==> config.mk <==
export PLATFORM = sky130hd
export DESIGN_NAME = reset_source_control
export DESIGN_NICKNAME = d
export VERILOG_FILES = /design/src/rtl/reset_source_pkg.sv /design/src/rtl/pin_noise_filter.sv /design/src/rtl/reset_source_control.sv
export SDC_FILE = /design/constraint.sdc
export NUM_CORES = 1
export LEC_CHECK = 0
export ABC_AREA = 1
export ABC_CLOCK_PERIOD_IN_PS = 2260
export BUFFER_PORTS_ARGS = -buffer_cell sky130_fd_sc_hd__buf_2
export CORE_ASPECT_RATIO = 1.1
export CORE_MARGIN = 2
export CORE_UTILIZATION = 35
export CTS_BUF_LIST = sky130_fd_sc_hd__clkbuf_4 sky130_fd_sc_hd__clkbuf_8
export CTS_CLUSTER_DIAMETER = 80
export DETAILED_ROUTE_END_ITERATION = 16
export HOLD_SLACK_MARGIN = 0.02
export PLACE_DENSITY = 0.67
export SLEW_MARGIN = 10
export SYNTH_ARGS = -nofsm -noshare
export SYNTH_HDL_FRONTEND = slang
export SYNTH_SLANG_ARGS = --single-unit
export TNS_END_PERCENT = 50
==> constraint.sdc <==
create_clock -name ref_clk -period 2.26 [get_ports ref_clk]
set_input_delay 0.452 -clock ref_clk [delete_from_list [all_inputs] [get_ports ref_clk]]
set_output_delay 0.452 -clock ref_clk [all_outputs]
set_load 0.02 [all_outputs]
==> src/rtl/reset_source_pkg.sv <==
// Constants and types shared by the reset source controller
package reset_source_pkg;
    // ------------------------------------------------------------
    // Register map (byte addresses on the Avalon-MM slave)
    // ------------------------------------------------------------
    localparam logic [3:0] ADDR_BROWNOUT_CONTROL = 4'h0;
    localparam logic [3:0] ADDR_RESET_CAUSE_FLAGS = 4'h4;

    // ------------------------------------------------------------
    // Field positions
    // ------------------------------------------------------------
    localparam int BC_SW_ENABLE_BIT = 7;
    localparam int BC_FAST_START_BIT = 6;
    localparam int BC_READY_BIT = 0;
    localparam int RF_STACK_OVER_BIT = 7;
    localparam int RF_STACK_UNDER_BIT = 6;
    localparam int RF_WATCHDOG_BIT = 4;
    localparam int RF_PIN_BIT = 3;
    localparam int RF_RESET_INSTR_BIT = 2;
    localparam int RF_POWER_ON_BIT = 1;
    localparam int RF_BROWNOUT_BIT = 0;

    // ------------------------------------------------------------
    // Reset values
    // ------------------------------------------------------------
    localparam logic RST_SW_ENABLE = 1'b1;
    localparam logic RST_FAST_START = 1'b0;
    localparam logic [7:0] RST_FLAGS_POWER_ON = 8'h1c;
    localparam logic [7:0] FLAGS_IMPL_MASK = 8'hdf;
    localparam logic [15:0] IRQ_VECTOR = 16'h0004;

    // ------------------------------------------------------------
    // Brown-out mode configuration codes
    // ------------------------------------------------------------
    localparam logic [1:0] BOR_MODE_ALWAYS_ON = 2'h3;
    localparam logic [1:0] BOR_MODE_SLEEP_OFF = 2'h2;
    localparam logic [1:0] BOR_MODE_SOFTWARE = 2'h1;
    localparam logic [1:0] BOR_MODE_OFF = 2'h0;

    // ------------------------------------------------------------
    // Timing
    // ------------------------------------------------------------
    localparam int unsigned CLK_HZ = 10_000_000;
    localparam int unsigned CLK_PERIOD_NS = 100;
    localparam int unsigned POWERUP_TIME_MS = 64;
    localparam int unsigned TIMER_CYCLES_DEF = POWERUP_TIME_MS * (CLK_HZ / 1000);
    localparam int unsigned SETTLE_CYCLES = 10;
    localparam int unsigned FILTER_TIME_NS = 300;
    localparam int unsigned FILTER_CYCLES =
        (FILTER_TIME_NS + CLK_PERIOD_NS - 1) / CLK_PERIOD_NS;
    localparam int SEQ_CNT_W = 20;
    localparam int FILT_CNT_W = 4;

    // ------------------------------------------------------------
    // Start-up sequencer states
    // ------------------------------------------------------------
    typedef enum logic [4:0] {
        ST_POWER = 5'b00001,
        ST_TIMER = 5'b00010,
        ST_PIN = 5'b00100,
        ST_SETTLE = 5'b01000,
        ST_RUN = 5'b10000
    } seq_state_e;
endpackage

==> src/rtl/pin_noise_filter.sv <==
// Glitch filter for the external reset pin
`timescale 1ns/10ps
module pin_noise_filter (
    // Clock and reset
    input wire logic ref_clk,
    input wire logic rst_sync_b,
    // Pin
    input wire logic pin_raw,
    output logic pin_clean
);
    import reset_source_pkg::*;

    logic [FILT_CNT_W-1:0] cnt_reg;
    logic [FILT_CNT_W-1:0] cnt_next;
    logic clean_next;

    // A new level is accepted only once it has held for the whole window
    wire differs = pin_raw != pin_clean;
    wire expired = cnt_reg == FILT_CNT_W'(FILTER_CYCLES - 1);

    assign cnt_next = (!differs || expired) ? '0 : cnt_reg + 1'b1;
    assign clean_next = (differs && expired) ? pin_raw : pin_clean;

    // Idles high, matching the weak pull-up
    always_ff @(posedge ref_clk or negedge rst_sync_b) begin
        if (!rst_sync_b) begin
            cnt_reg <= '0;
            pin_clean <= 1'b1;
        end else begin
            cnt_reg <= cnt_next;
            pin_clean <= clean_next;
        end
    end
endmodule

==> src/rtl/reset_source_control.sv <==
// Reset source control, reset-cause flags and start-up sequencing
`timescale 1ns/10ps
module reset_source_control #(
    parameter int unsigned TIMER_CYCLES = reset_source_pkg::TIMER_CYCLES_DEF
) (
    // Clock and reset
    input wire logic ref_clk,
    input wire logic rst_b,
    // Avalon-MM slave
    input wire logic [3:0] address,
    input wire logic read,
    input wire logic write,
    input wire logic [31:0] writedata,
    input wire logic [3:0] byteenable,
    output logic [31:0] readdata,
    output logic waitrequest,
    // Configuration word
    input wire logic [1:0] brownout_mode_cfg,
    input wire logic low_power_brownout,
    input wire logic master_clear_pin_enable,
    input wire logic low_voltage_program_cfg,
    input wire logic powerup_timer_disable_n,
    input wire logic stack_reset_enable,
    input wire logic prog_mode,
    // Analog detectors
    input wire logic vdd_below_bor,
    input wire logic bor_circuit_ready,
    input wire logic vdd_below_lowpwr,
    // External reset pin
    input wire logic master_clear_pin,
    input wire logic gp_pullup_sw,
    output logic pin_pullup_en,
    output logic gp_pin_value,
    // CPU events
    input wire logic cpu_sleeping,
    input wire logic sleep_instr,
    input wire logic watchdog_clear_instr,
    input wire logic watchdog_timeout,
    input wire logic reset_instr,
    input wire logic stack_overflow,
    input wire logic stack_underflow,
    input wire logic wake_irq,
    input wire logic global_irq_enable,
    // Reset and wake outputs
    output logic device_reset,
    output logic pc_load_zero,
    output logic wake_resume,
    output logic irq_vector_req,
    output logic [15:0] irq_vector_addr,
    output logic timeout_flag_n,
    output logic powerdown_flag_n,
    // Analog controls
    output logic bor_enable,
    output logic bandgap_force_on
);
    import reset_source_pkg::*;

    // ------------------------------------------------------------
    // Reset release synchroniser
    // ------------------------------------------------------------
    logic [1:0] rst_pipe_reg;
    wire rst_sync_b = rst_pipe_reg[1];

    always_ff @(posedge ref_clk or negedge rst_b) begin
        if (!rst_b) begin
            rst_pipe_reg <= 2'b00;
        end else begin
            rst_pipe_reg <= {rst_pipe_reg[0], 1'b1};
        end
    end

    // ------------------------------------------------------------
    // Declarations
    // ------------------------------------------------------------
    seq_state_e state_reg;
    seq_state_e state_next;
    logic [SEQ_CNT_W-1:0] cnt_reg;
    logic [SEQ_CNT_W-1:0] cnt_next;
    logic sw_en_reg;
    logic fast_start_reg;
    logic [7:0] flags_reg;
    logic [7:0] flags_next;
    logic pin_clean;

    // ------------------------------------------------------------
    // Pin filter
    // ------------------------------------------------------------
    pin_noise_filter u_pin_filter (
        .ref_clk(ref_clk),
        .rst_sync_b(rst_sync_b),
        .pin_raw(master_clear_pin),
        .pin_clean(pin_clean)
    );

    // ------------------------------------------------------------
    // Detector and pin decode
    // ------------------------------------------------------------
    wire mode_on = brownout_mode_cfg == BOR_MODE_ALWAYS_ON;
    wire mode_sleep_off = brownout_mode_cfg == BOR_MODE_SLEEP_OFF;
    wire mode_sw = brownout_mode_cfg == BOR_MODE_SOFTWARE;
    wire bor_on = mode_on | (mode_sleep_off & !cpu_sleeping)
        | (mode_sw & sw_en_reg);
    wire fast_start_on = fast_start_reg & (mode_sleep_off | mode_sw);
    wire bor_ready = bor_on & bor_circuit_ready;
    wire bor_trip = bor_ready & vdd_below_bor;
    wire lp_trip = low_power_brownout & vdd_below_lowpwr;
    wire pwr_trip = bor_trip | lp_trip;
    wire pin_en = low_voltage_program_cfg | master_clear_pin_enable;
    wire pin_low = pin_en & !pin_clean;
    wire powerup_timer_en = !powerup_timer_disable_n;

    // ------------------------------------------------------------
    // Reset and wake events, only while running; power_evt is not gated
    // ------------------------------------------------------------
    wire running = state_reg == ST_RUN;
    wire awake = running & !cpu_sleeping;
    wire asleep = running & cpu_sleeping;
    wire pin_evt = running & pin_low;
    wire wdt_rst = awake & watchdog_timeout;
    wire wdt_wake = asleep & watchdog_timeout;
    wire irq_wake = asleep & wake_irq & !watchdog_timeout;
    wire rinstr_evt = awake & reset_instr;
    wire ovf_evt = awake & stack_overflow;
    wire unf_evt = awake & stack_underflow;
    wire stk_rst = (ovf_evt | unf_evt) & stack_reset_enable;
    wire soft_rst = pin_evt | wdt_rst | rinstr_evt | stk_rst;
    wire power_evt = prog_mode | pwr_trip;

    // ------------------------------------------------------------
    // Avalon-MM slave: one wait state, then complete
    // ------------------------------------------------------------
    logic wait_reg;
    logic [31:0] rdata_reg;
    wire access = read | write;
    wire done = access & !wait_reg;
    wire sel_bc = address == ADDR_BROWNOUT_CONTROL;
    wire sel_fl = address == ADDR_RESET_CAUSE_FLAGS;
    wire wr_bc = done & write & byteenable[0] & sel_bc;
    wire wr_fl = done & write & byteenable[0] & sel_fl;
    wire [7:0] bc_word = {sw_en_reg, fast_start_reg, 5'h00, bor_ready};
    wire [31:0] rd_word = sel_bc ? {24'h000000, bc_word}
        : sel_fl ? {24'h000000, flags_reg & FLAGS_IMPL_MASK} : 32'h00000000;
    wire wait_next = access ? !wait_reg : 1'b1;

    always_ff @(posedge ref_clk or negedge rst_sync_b) begin
        if (!rst_sync_b) begin
            wait_reg <= 1'b1;
            rdata_reg <= 32'h00000000;
        end else begin
            wait_reg <= wait_next;
            if (read && wait_reg) begin
                rdata_reg <= rd_word;
            end
        end
    end

    assign waitrequest = wait_reg;
    assign readdata = rdata_reg;

    // ------------------------------------------------------------
    // Start-up sequencer
    // ------------------------------------------------------------
    // Power events restart the whole sequence; other resets skip the
    // timer and only wait for the pin and the settle delay.
    always_comb begin
        state_next = state_reg;
        if (power_evt) begin
            state_next = ST_POWER;
        end else if (soft_rst) begin
            state_next = ST_PIN;
        end else begin
            case (state_reg)
                ST_POWER: begin
                    state_next = powerup_timer_en ? ST_TIMER : ST_PIN;
                end
                ST_TIMER: begin
                    // Counts regardless of the pin level
                    if (cnt_reg == SEQ_CNT_W'(TIMER_CYCLES - 1)) begin
                        state_next = ST_PIN;
                    end
                end
                ST_PIN: begin
                    if (!pin_low) begin
                        state_next = ST_SETTLE;
                    end
                end
                ST_SETTLE: begin
                    if (pin_low) begin
                        state_next = ST_PIN;
                    end else if (cnt_reg == SEQ_CNT_W'(SETTLE_CYCLES - 1)) begin
                        state_next = ST_RUN;
                    end
                end
                ST_RUN: begin
                    state_next = ST_RUN;
                end
                default: begin
                    state_next = ST_POWER;
                end
            endcase
        end
    end

    assign cnt_next = (state_next != state_reg || power_evt) ? '0 : cnt_reg + 1'b1;

    // ------------------------------------------------------------
    // Reset-cause flags: hardware events override a software write
    // ------------------------------------------------------------
    always_comb begin
        flags_next = flags_reg;
        if (wr_fl) begin
            flags_next = writedata[7:0] & FLAGS_IMPL_MASK;
        end
        if (prog_mode) begin
            flags_next = RST_FLAGS_POWER_ON;
        end else if (pwr_trip) begin
            flags_next[RF_STACK_OVER_BIT] = 1'b0;
            flags_next[RF_STACK_UNDER_BIT] = 1'b0;
            flags_next[RF_WATCHDOG_BIT] = 1'b1;
            flags_next[RF_PIN_BIT] = 1'b1;
            flags_next[RF_BROWNOUT_BIT] = 1'b0;
        end else begin
            if (pin_evt) begin
                flags_next[RF_PIN_BIT] = 1'b0;
            end
            if (wdt_rst) begin
                flags_next[RF_WATCHDOG_BIT] = 1'b0;
            end
            if (rinstr_evt) begin
                flags_next[RF_RESET_INSTR_BIT] = 1'b0;
            end
            if (ovf_evt) begin
                flags_next[RF_STACK_OVER_BIT] = 1'b1;
            end
            if (unf_evt) begin
                flags_next[RF_STACK_UNDER_BIT] = 1'b1;
            end
        end
    end

    // ------------------------------------------------------------
    // Sleep status flags
    // ------------------------------------------------------------
    logic to_next;
    logic powerdown_next;

    always_comb begin
        to_next = timeout_flag_n;
        powerdown_next = powerdown_flag_n;
        if (power_evt || watchdog_clear_instr) begin
            to_next = 1'b1;
            powerdown_next = 1'b1;
        end else if (wdt_rst) begin
            to_next = 1'b0;
        end else if (wdt_wake) begin
            to_next = 1'b0;
            powerdown_next = 1'b0;
        end else if (irq_wake || (pin_evt && cpu_sleeping) || sleep_instr) begin
            to_next = 1'b1;
            powerdown_next = 1'b0;
        end
    end

    // ------------------------------------------------------------
    // State, registers and outputs
    // ------------------------------------------------------------
    always_ff @(posedge ref_clk or negedge rst_sync_b) begin
        if (!rst_sync_b) begin
            state_reg <= ST_POWER;
            cnt_reg <= '0;
            flags_reg <= RST_FLAGS_POWER_ON;
            timeout_flag_n <= 1'b1;
            powerdown_flag_n <= 1'b1;
        end else begin
            state_reg <= state_next;
            cnt_reg <= cnt_next;
            flags_reg <= flags_next;
            timeout_flag_n <= to_next;
            powerdown_flag_n <= powerdown_next;
        end
    end

    always_ff @(posedge ref_clk or negedge rst_sync_b) begin
        if (!rst_sync_b) begin
            sw_en_reg <= RST_SW_ENABLE;
            fast_start_reg <= RST_FAST_START;
        end else if (power_evt) begin
            sw_en_reg <= RST_SW_ENABLE;
            fast_start_reg <= RST_FAST_START;
        end else if (wr_bc) begin
            sw_en_reg <= writedata[BC_SW_ENABLE_BIT];
            fast_start_reg <= writedata[BC_FAST_START_BIT];
        end
    end

    // The pin is an input only; nothing here can pull it low
    always_ff @(posedge ref_clk or negedge rst_sync_b) begin
        if (!rst_sync_b) begin
            device_reset <= 1'b1;
            pc_load_zero <= 1'b0;
            wake_resume <= 1'b0;
            irq_vector_req <= 1'b0;
            pin_pullup_en <= 1'b1;
            gp_pin_value <= 1'b0;
            bor_enable <= 1'b0;
            bandgap_force_on <= 1'b0;
        end else begin
            device_reset <= state_next != ST_RUN;
            pc_load_zero <= !running && state_next == ST_RUN;
            wake_resume <= wdt_wake | irq_wake;
            irq_vector_req <= irq_wake & global_irq_enable;
            pin_pullup_en <= pin_en | gp_pullup_sw;
            gp_pin_value <= pin_en ? 1'b0 : pin_clean;
            bor_enable <= bor_on;
            bandgap_force_on <= fast_start_on;
        end
    end

    assign irq_vector_addr = IRQ_VECTOR;
endmodule

==> results of run 1 <==
worst reg2reg max path, delay by kind of cell (launching register included):
family | cells | cell delay, ns
compound gates | 1 | 0.17
buf+inv | 1 | 0.18
flops | 1 | 0.45
simple gates | 10 | 1.14
per-layer routing:
metal	vias up	global-route usage (%)	part of all wire, %
li1	1364	-	-
met2	62	22.10	49
met3	10	3.141	4.1
met5	-	0	0
met1	1298	15.58	45
met4	0	6.262	1.7
kinds of logic (layout without fill, tap and decap cells):
family,after synthesis,count (layout),synth area share [%]
AOI/OAI and AO/OA,24,24,4.251
xor gates and xnor gates,20,20,5.002
adders and majority gates,7,7,2.501
buffers and inverters,99,130,15.86
DFF,59,59,42.55
other,2,42,0.2144
and+or+nand+nor,211,211,29.62
area by class of cell:
type	count	area, um^2	area share, %
Tap cell	120	150.1	3.736
Clock buffer	10	137.6	3.425
Inverter	55	211.5	5.262
Clock inverter	6	88.84	2.210
Sequential cell	59	1491	37.11
Multi-Input combinational cell	304	1607	39.98
Timing Repair Buffer	59	332.8	8.281
cells in the final DEF (no fill, tap or decap), drive strengths merged:
cell          n
nor3          6
o21ai         7
a22oi         1
a31oi         6
or2           2
dfstp        11
nand2        88
and2          1
nor2         77
clkinvlp      2
o31ai         2
o22ai         1
nand4         8
bufinv        2
buf          58
dlygate4sd3   1
clkbuf       10
a21oi         5
conb         42
ha            7
inv          52
o211ai        2
xnor2         7
nor4          1
clkinv        5
dfrtp        48
nand3        28
xor2         13
Yosys cell counts, types with 4 or more instances:
master and n:
a31oi_1 6, inv_2 4, nor2_2 25, nand4_1 8, xor2_1 13, ha_1 7
xnor2_1 7, nand2_1 80, nor2_4 5, o21ai_0 5, nor3_1 4, inv_1 48
nand3_2 6, dfstp_2 11, buf_4 41, nand3_1 22, nor2_1 47, a21oi_1 4
nand2_2 6, dfrtp_1 48
how the worst min path moves through the flow:
stage / start / to
3_3_place_gp: rst_pipe_reg[1] / gp_pin_value
4_1_cts: rst_pipe_reg[1] / gp_pin_value
5_1_grt: rst_pipe_reg[1] / u_pin_filter.cnt_reg[3]
3_5_place_dp: rst_pipe_reg[1] / gp_pin_value
6_report: rst_pipe_reg[1] / u_pin_filter.cnt_reg[2]
2_1_floorplan: rst_b / rst_pipe_reg[0]
through the flow:
step                      instances  area (um^2)
after floorplan                 462         3652
after global placement          596         3782
after detailed placement        596         3782
after CTS                       613         4019
after global routing            613         4019
final                           613         4019
power groups by stage:
stage	clock, mW	combinational [mW]	sequential, mW
final	1.09	0.440	1.19
after global routing	1.15	0.496	1.20
after CTS	1.12	0.447	1.20
after detailed placement	0	0.444	1.22
after global placement	0	0.434	1.21
after floorplan	0	0.346	1.24
==> metrics, run 1 <==
Worst-path clk slew=0.07 ns; Final Hold Viols=0; die height=108.9 um; layout cells sized above 1=28.60%; Sw Pwr=797.7 uW; H-tree depth=3; CP delay by family, top=simple AND/OR/NAND/NOR gates; Core Box Area=9794 um^2; Critical Path RT=2.53 ns; total CTS buffers=9; initial antenna violation count=0; final worst slack=0.2403 ns; sequential fraction of the synthesis area=42.55%; worst setup path end=cnt_reg[17]; Buffers & Inverters on Critical Path=1; Synth top area share=34.30%; sequential share of power=43.8%; Pwr Density=678.0 nW/um^2; achievable clock frequency=0.4951 GHz; Initial Util=35.76%; Reg2Reg Setup Slack=0.24 ns; detailed placement HPWL=5159 um; CP startpoint kind=flip-flop; Area Overhead vs Synth=14.76%; Post-CTS Hold Buffers=1; Synth Flop Type=dfrtp_1; Max-cap violations=0; Worst setup startpoint=state_reg[2]; Layout Utilization=41.03%; min cycle time layout=2.020 ns; clock power share=40.0%; Total Power=2.725 mW; Post-Syn Area=3502 um^2; CTS tree=built; Die W=99.38 um; DR iter-0 viols=118; crit share post-route=89.37%; Pleak=2.037 nW; syn avg cell area=8.299 um^2; P_int=1.927 mW; Comb pwr share=16.2%; die footprint=10820 um^2; vias in the first global route=2647; setup TNS=0 ns; GP Congestion=0.8766; Synth Warn #=0; Peak supply drop=0.3618 mV; Routed WL=6653 um; Stages on worst setup path=12; n_diodes=0; Final ANT Viol Nets=0; post-CTS sizing=0; slowest stage delay, CP=0.45 ns; clk_lat worst skew=0.34 ns; post-synth top area cell=dfrtp_1; drt first pass iters=4; via count=2734; first-pass GRT wire length=11390 um; maximum root-to-sink buffer count=2; FILL cells=1005; clock net sink count=59; RSZ-0062 raised after global routing=no; worst hold slack=0.1461 ns; Slew Limit Fails=0; Yosys cell types=38; synth top area cells=dfrtp_1 34%, buf_4 8.8%, nand2_1 8.6%; worst hold path class=flip-flop to asynchronous set/reset pin; Net Sw Frac=29.28%; sequence of cells on the critical path=nor2_4 -> nand3_2 -> nor2_1 -> o211ai_1 -> nand2_2 -> nand2_2 -> nand3_1 -> nand2_1 -> nor2_2 -> nand3_2 -> buf_12 -> nor2_2; worst-path fanout max=20; vias per inst=4.460; ys async rst share=100.0%; post-synthesis cell count=422; kind of critical path=flip-flop to flip-flop; Arr. time, crit path=2.29 ns; R2R depth=12; setup bufs post-CTS=0; I/O Pins=125; R2R Path Start=state_reg[2]; drt drc=0; crit end category=flip-flop; routed len/inst=10.85 um; status=finished clean; endpoints failing setup=0; PortBufs=55; Worst Clk Skew=0.009728 ns; relative slew slack=52.84%; Worst Tran Pin Value=0.7009 ns; DP Worst Slack=0.05795 ns; max reg flops=20; Layout Nets=561; r2r endpoint=cnt_reg[17]; Synth Register Bits=59; total congestion overflow=0; cell row count=38; Post-synth EDFFs=0; Worst path slowest cell=dfrtp_1; CTS root buf=clkbuf_8; largest net degree at the start of global routing=47; Total GRT Usage=13.04%
Power figures use the tool's default switching activity.
==> inputs of run 2 (changes only) <==
--- a/config.mk
+++ b/config.mk
@@ -15,9 +15,11 @@
 export CTS_CLUSTER_DIAMETER = 80
 export DETAILED_ROUTE_END_ITERATION = 16
 export HOLD_SLACK_MARGIN = 0.02
-export PLACE_DENSITY = 0.67
+export PLACE_DENSITY = 0.68
+export REMOVE_ABC_BUFFERS = 1
 export SLEW_MARGIN = 10
 export SYNTH_ARGS = -nofsm -noshare
 export SYNTH_HDL_FRONTEND = slang
+export SYNTH_HIERARCHICAL = 1
 export SYNTH_SLANG_ARGS = --single-unit
 export TNS_END_PERCENT = 50
==> run 2 against run 1 <==
Effect of this change: largest cell class unchanged; non-clock buffer count rose by 2; critical endpoint is now cnt_reg[3]; final area about the same; die area is 0.45% higher; core utilization decreased by 0.21 points; critical path depth is the same.
==> metrics, run 2 <==
Worst-path clk slew=0.07 ns (about the same); final worst slack=0.2165 ns (-0.02388 ns); Worst Clk Skew=0.01028 ns (+0.0005508 ns); grt met3 use=3.397% (+0.26 points); drt drc=0 (unchanged); Layout Utilization=40.82% (-0.21 points); Synth Register Bits=59 (unchanged); M1 GR Usage=15.34% (-0.25 points); Die W=99.60 um (+0.22%); grt met2 use=22.73% (+0.63 points); PortBufs=55 (unchanged); clock net sink count=59 (unchanged); via count=2707 (-0.99%); DR iter-0 viols=107 (-9.3%); Pwr Density=637.6 nW/um^2 (-6.0%); vias in the first global route=2592 (-2.1%); Final Hold Viols=0 (unchanged); Post-synth EDFFs=0 (unchanged); Initial Util=35.75% (about the same); Slew Limit Fails=0 (unchanged); largest net degree at the start of global routing=58 (+23%); most frequent cells in the layout=81 x nand2_1, 55 x buf_2, 51 x inv_1; maximum root-to-sink buffer count=2 (unchanged); crit end category=flip-flop; die height=109.2 um (+0.22%); total congestion overflow=0 (unchanged); Layout Nets=564 (+0.53%); min cycle time layout=2.044 ns (+0.02388 ns); H-tree depth=3 (unchanged); synth cell count leaders=81 x nand2_1, 51 x inv_1, 48 x dfrtp_1, 44 x nor2_1, 41 x buf_4; relative slew slack=53.60% (+0.75 points); routed len/inst=10.85 um (about the same); total CTS buffers=9 (unchanged); Final ANT Viol Nets=0 (unchanged); initial antenna violation count=0 (unchanged); CTS root buf=clkbuf_8; Critical Path RT=2.52 ns (about the same); syn avg cell area=8.337 um^2 (+0.46%); RSZ-0062 raised after global routing=no; Max-cap violations=0 (unchanged); achievable clock frequency=0.4893 GHz (-1.2%); first-pass GRT wire length=11450 um (+0.55%); Area Overhead vs Synth=14.19%; kind of critical path=flip-flop to flip-flop; Post-Syn Area=3518 um^2 (+0.46%); Synth top area share=34.14% (-0.16 points); crit share post-route=90.42% (+1.1 points); worst-path fanout max=20 (unchanged); n_diodes=0 (unchanged); drt first pass iters=4 (unchanged); commonest non-fill, non-tap cell in the layout=nand2_1; status=finished clean; Synth Flop Type=dfrtp_1; most common cell in the netlist=nand2_1; Total Power=2.562 mW (-6.0%); cell row count=38 (unchanged); Worst Tran Pin Value=0.6961 ns (-0.004842 ns); worst hold slack=0.2748 ns (+0.1287 ns); GR peak layer=met2; I/O Pins=125 (unchanged); Yosys cell types=43 (+13%); clk_lat worst skew=0.34 ns (about the same); setup TNS=0 ns (unchanged); synth top area cells=dfrtp_1 34%, buf_4 8.7%, nand2_1 8.6%; DP Worst Slack=0.006713 ns (-0.05123 ns); Arr. time, crit path=2.31 ns (+0.02 ns); detailed placement HPWL=5151 um (-0.15%); Synth Warn #=6 (+6); Pleak=2.051 nW (+0.69%); layout cells sized above 1=29.03% (+0.43 points); CTS tree=built; ys async rst share=100.0% (unchanged); worst hold path class=input pin to flip-flop; CP startpoint kind=flip-flop; Total GRT Usage=13.34% (+0.30 points); post-synthesis cell count=422 (unchanged); die footprint=10870 um^2 (+0.45%); Peak supply drop=0.2912 mV (-20%); max reg flops=20 (unchanged); endpoints failing setup=0 (unchanged); Core Box Area=9842 um^2 (+0.49%); sequential fraction of the synthesis area=42.35% (-0.20 points); vias per inst=4.394 (-1.5%); Routed WL=6685 um (+0.48%); GP Congestion=0.9058 (+3.3%); post-synth top area cell=dfrtp_1
[run 2: stage by stage]
| stage | area (um^2) | cells |
|---|---|---|
| 5_1_grt | 4018 | 616 |
| 4_1_cts | 4000 | 614 |
| 6_report | 4018 | 616 |
| 3_5_place_dp | 3800 | 597 |
| 3_3_place_gp | 3800 | 597 |
| 2_1_floorplan | 3338 | 419 |
[run 2: area by class of cell]
type                            instances  area, um^2
Timing Repair Buffer                   61       335.3
Sequential cell                        59        1491
Clock inverter                          2       10.01
Fill cell                             940        5824
Inverter                               58       220.2
Tap cell                              120       150.1
Multi-Input combinational cell        302        1630
Clock buffer                           14       180.2
[run 2: logic make-up (layout without fill, tap and decap cells)]
| family | count (synthesis) | in the layout | synth area share [%] |
|---|---|---|---|
| buf+inv | 101 | 135 | 15.65 |
| flops | 59 | 59 | 42.35 |
| other cells | 2 | 42 | 0.2135 |
| simple gates | 208 | 208 | 29.94 |
| fa+ha+maj | 7 | 7 | 2.489 |
| xor+xnor | 18 | 18 | 4.481 |
| compound gates | 27 | 27 | 4.872 |
[run 2: where the power goes]
group          leakage (nW)  internal, mW  switching [mW]
Clock                 0.103         0.509           0.396
Sequential            0.768          1.14          0.0534
Combinational          1.18         0.147           0.320
Total                  2.05          1.79           0.769
[run 2: worst paths after layout]
check                                 from               end  slack (ns)  depth (start not counted)
max in group asynchronous  rst_pipe_reg[1]        cnt_reg[0]        1.41                          1
setup reg to reg              state_reg[2]        cnt_reg[3]        0.22                         12
hold / removal                        read       waitrequest        0.27                          2
min in group asynchronous  rst_pipe_reg[1]  bandgap_force_on        0.40                          1
setup / recovery              state_reg[2]        cnt_reg[3]        0.22                         12
hold reg to reg            rst_pipe_reg[0]   rst_pipe_reg[1]        0.35                          0
[run 2: repair_timing]
action                                 CTS  global route
hold buffers                             1             0
endpoints found under the hold margin    2             0
setup buffers                            0             2
setup endpoints to repair                0            20
resized for setup                        0             1
[run 2: layer usage]
layer / up-vias / share of wire (%)
met3: 17 / 6.3
met5: - / 0
met1: 1224 / 42
met2: 95 / 50
li1: 1371 / -
met4: 0 / 2.6
[run 2: critical path, stage by stage (launching register included)]
cell and delay [ns]:
dfrtp_1 0.43, nor2_2 0.22, nand4_1 0.20, nand3_1 0.17, nor2_4 0.06, nor2_8 0.15
nand2_1 0.09, nand3_1 0.08, nand3_1 0.11, nor2_2 0.12, nand2_2 0.08, buf_12 0.17
nor2_2 0.09
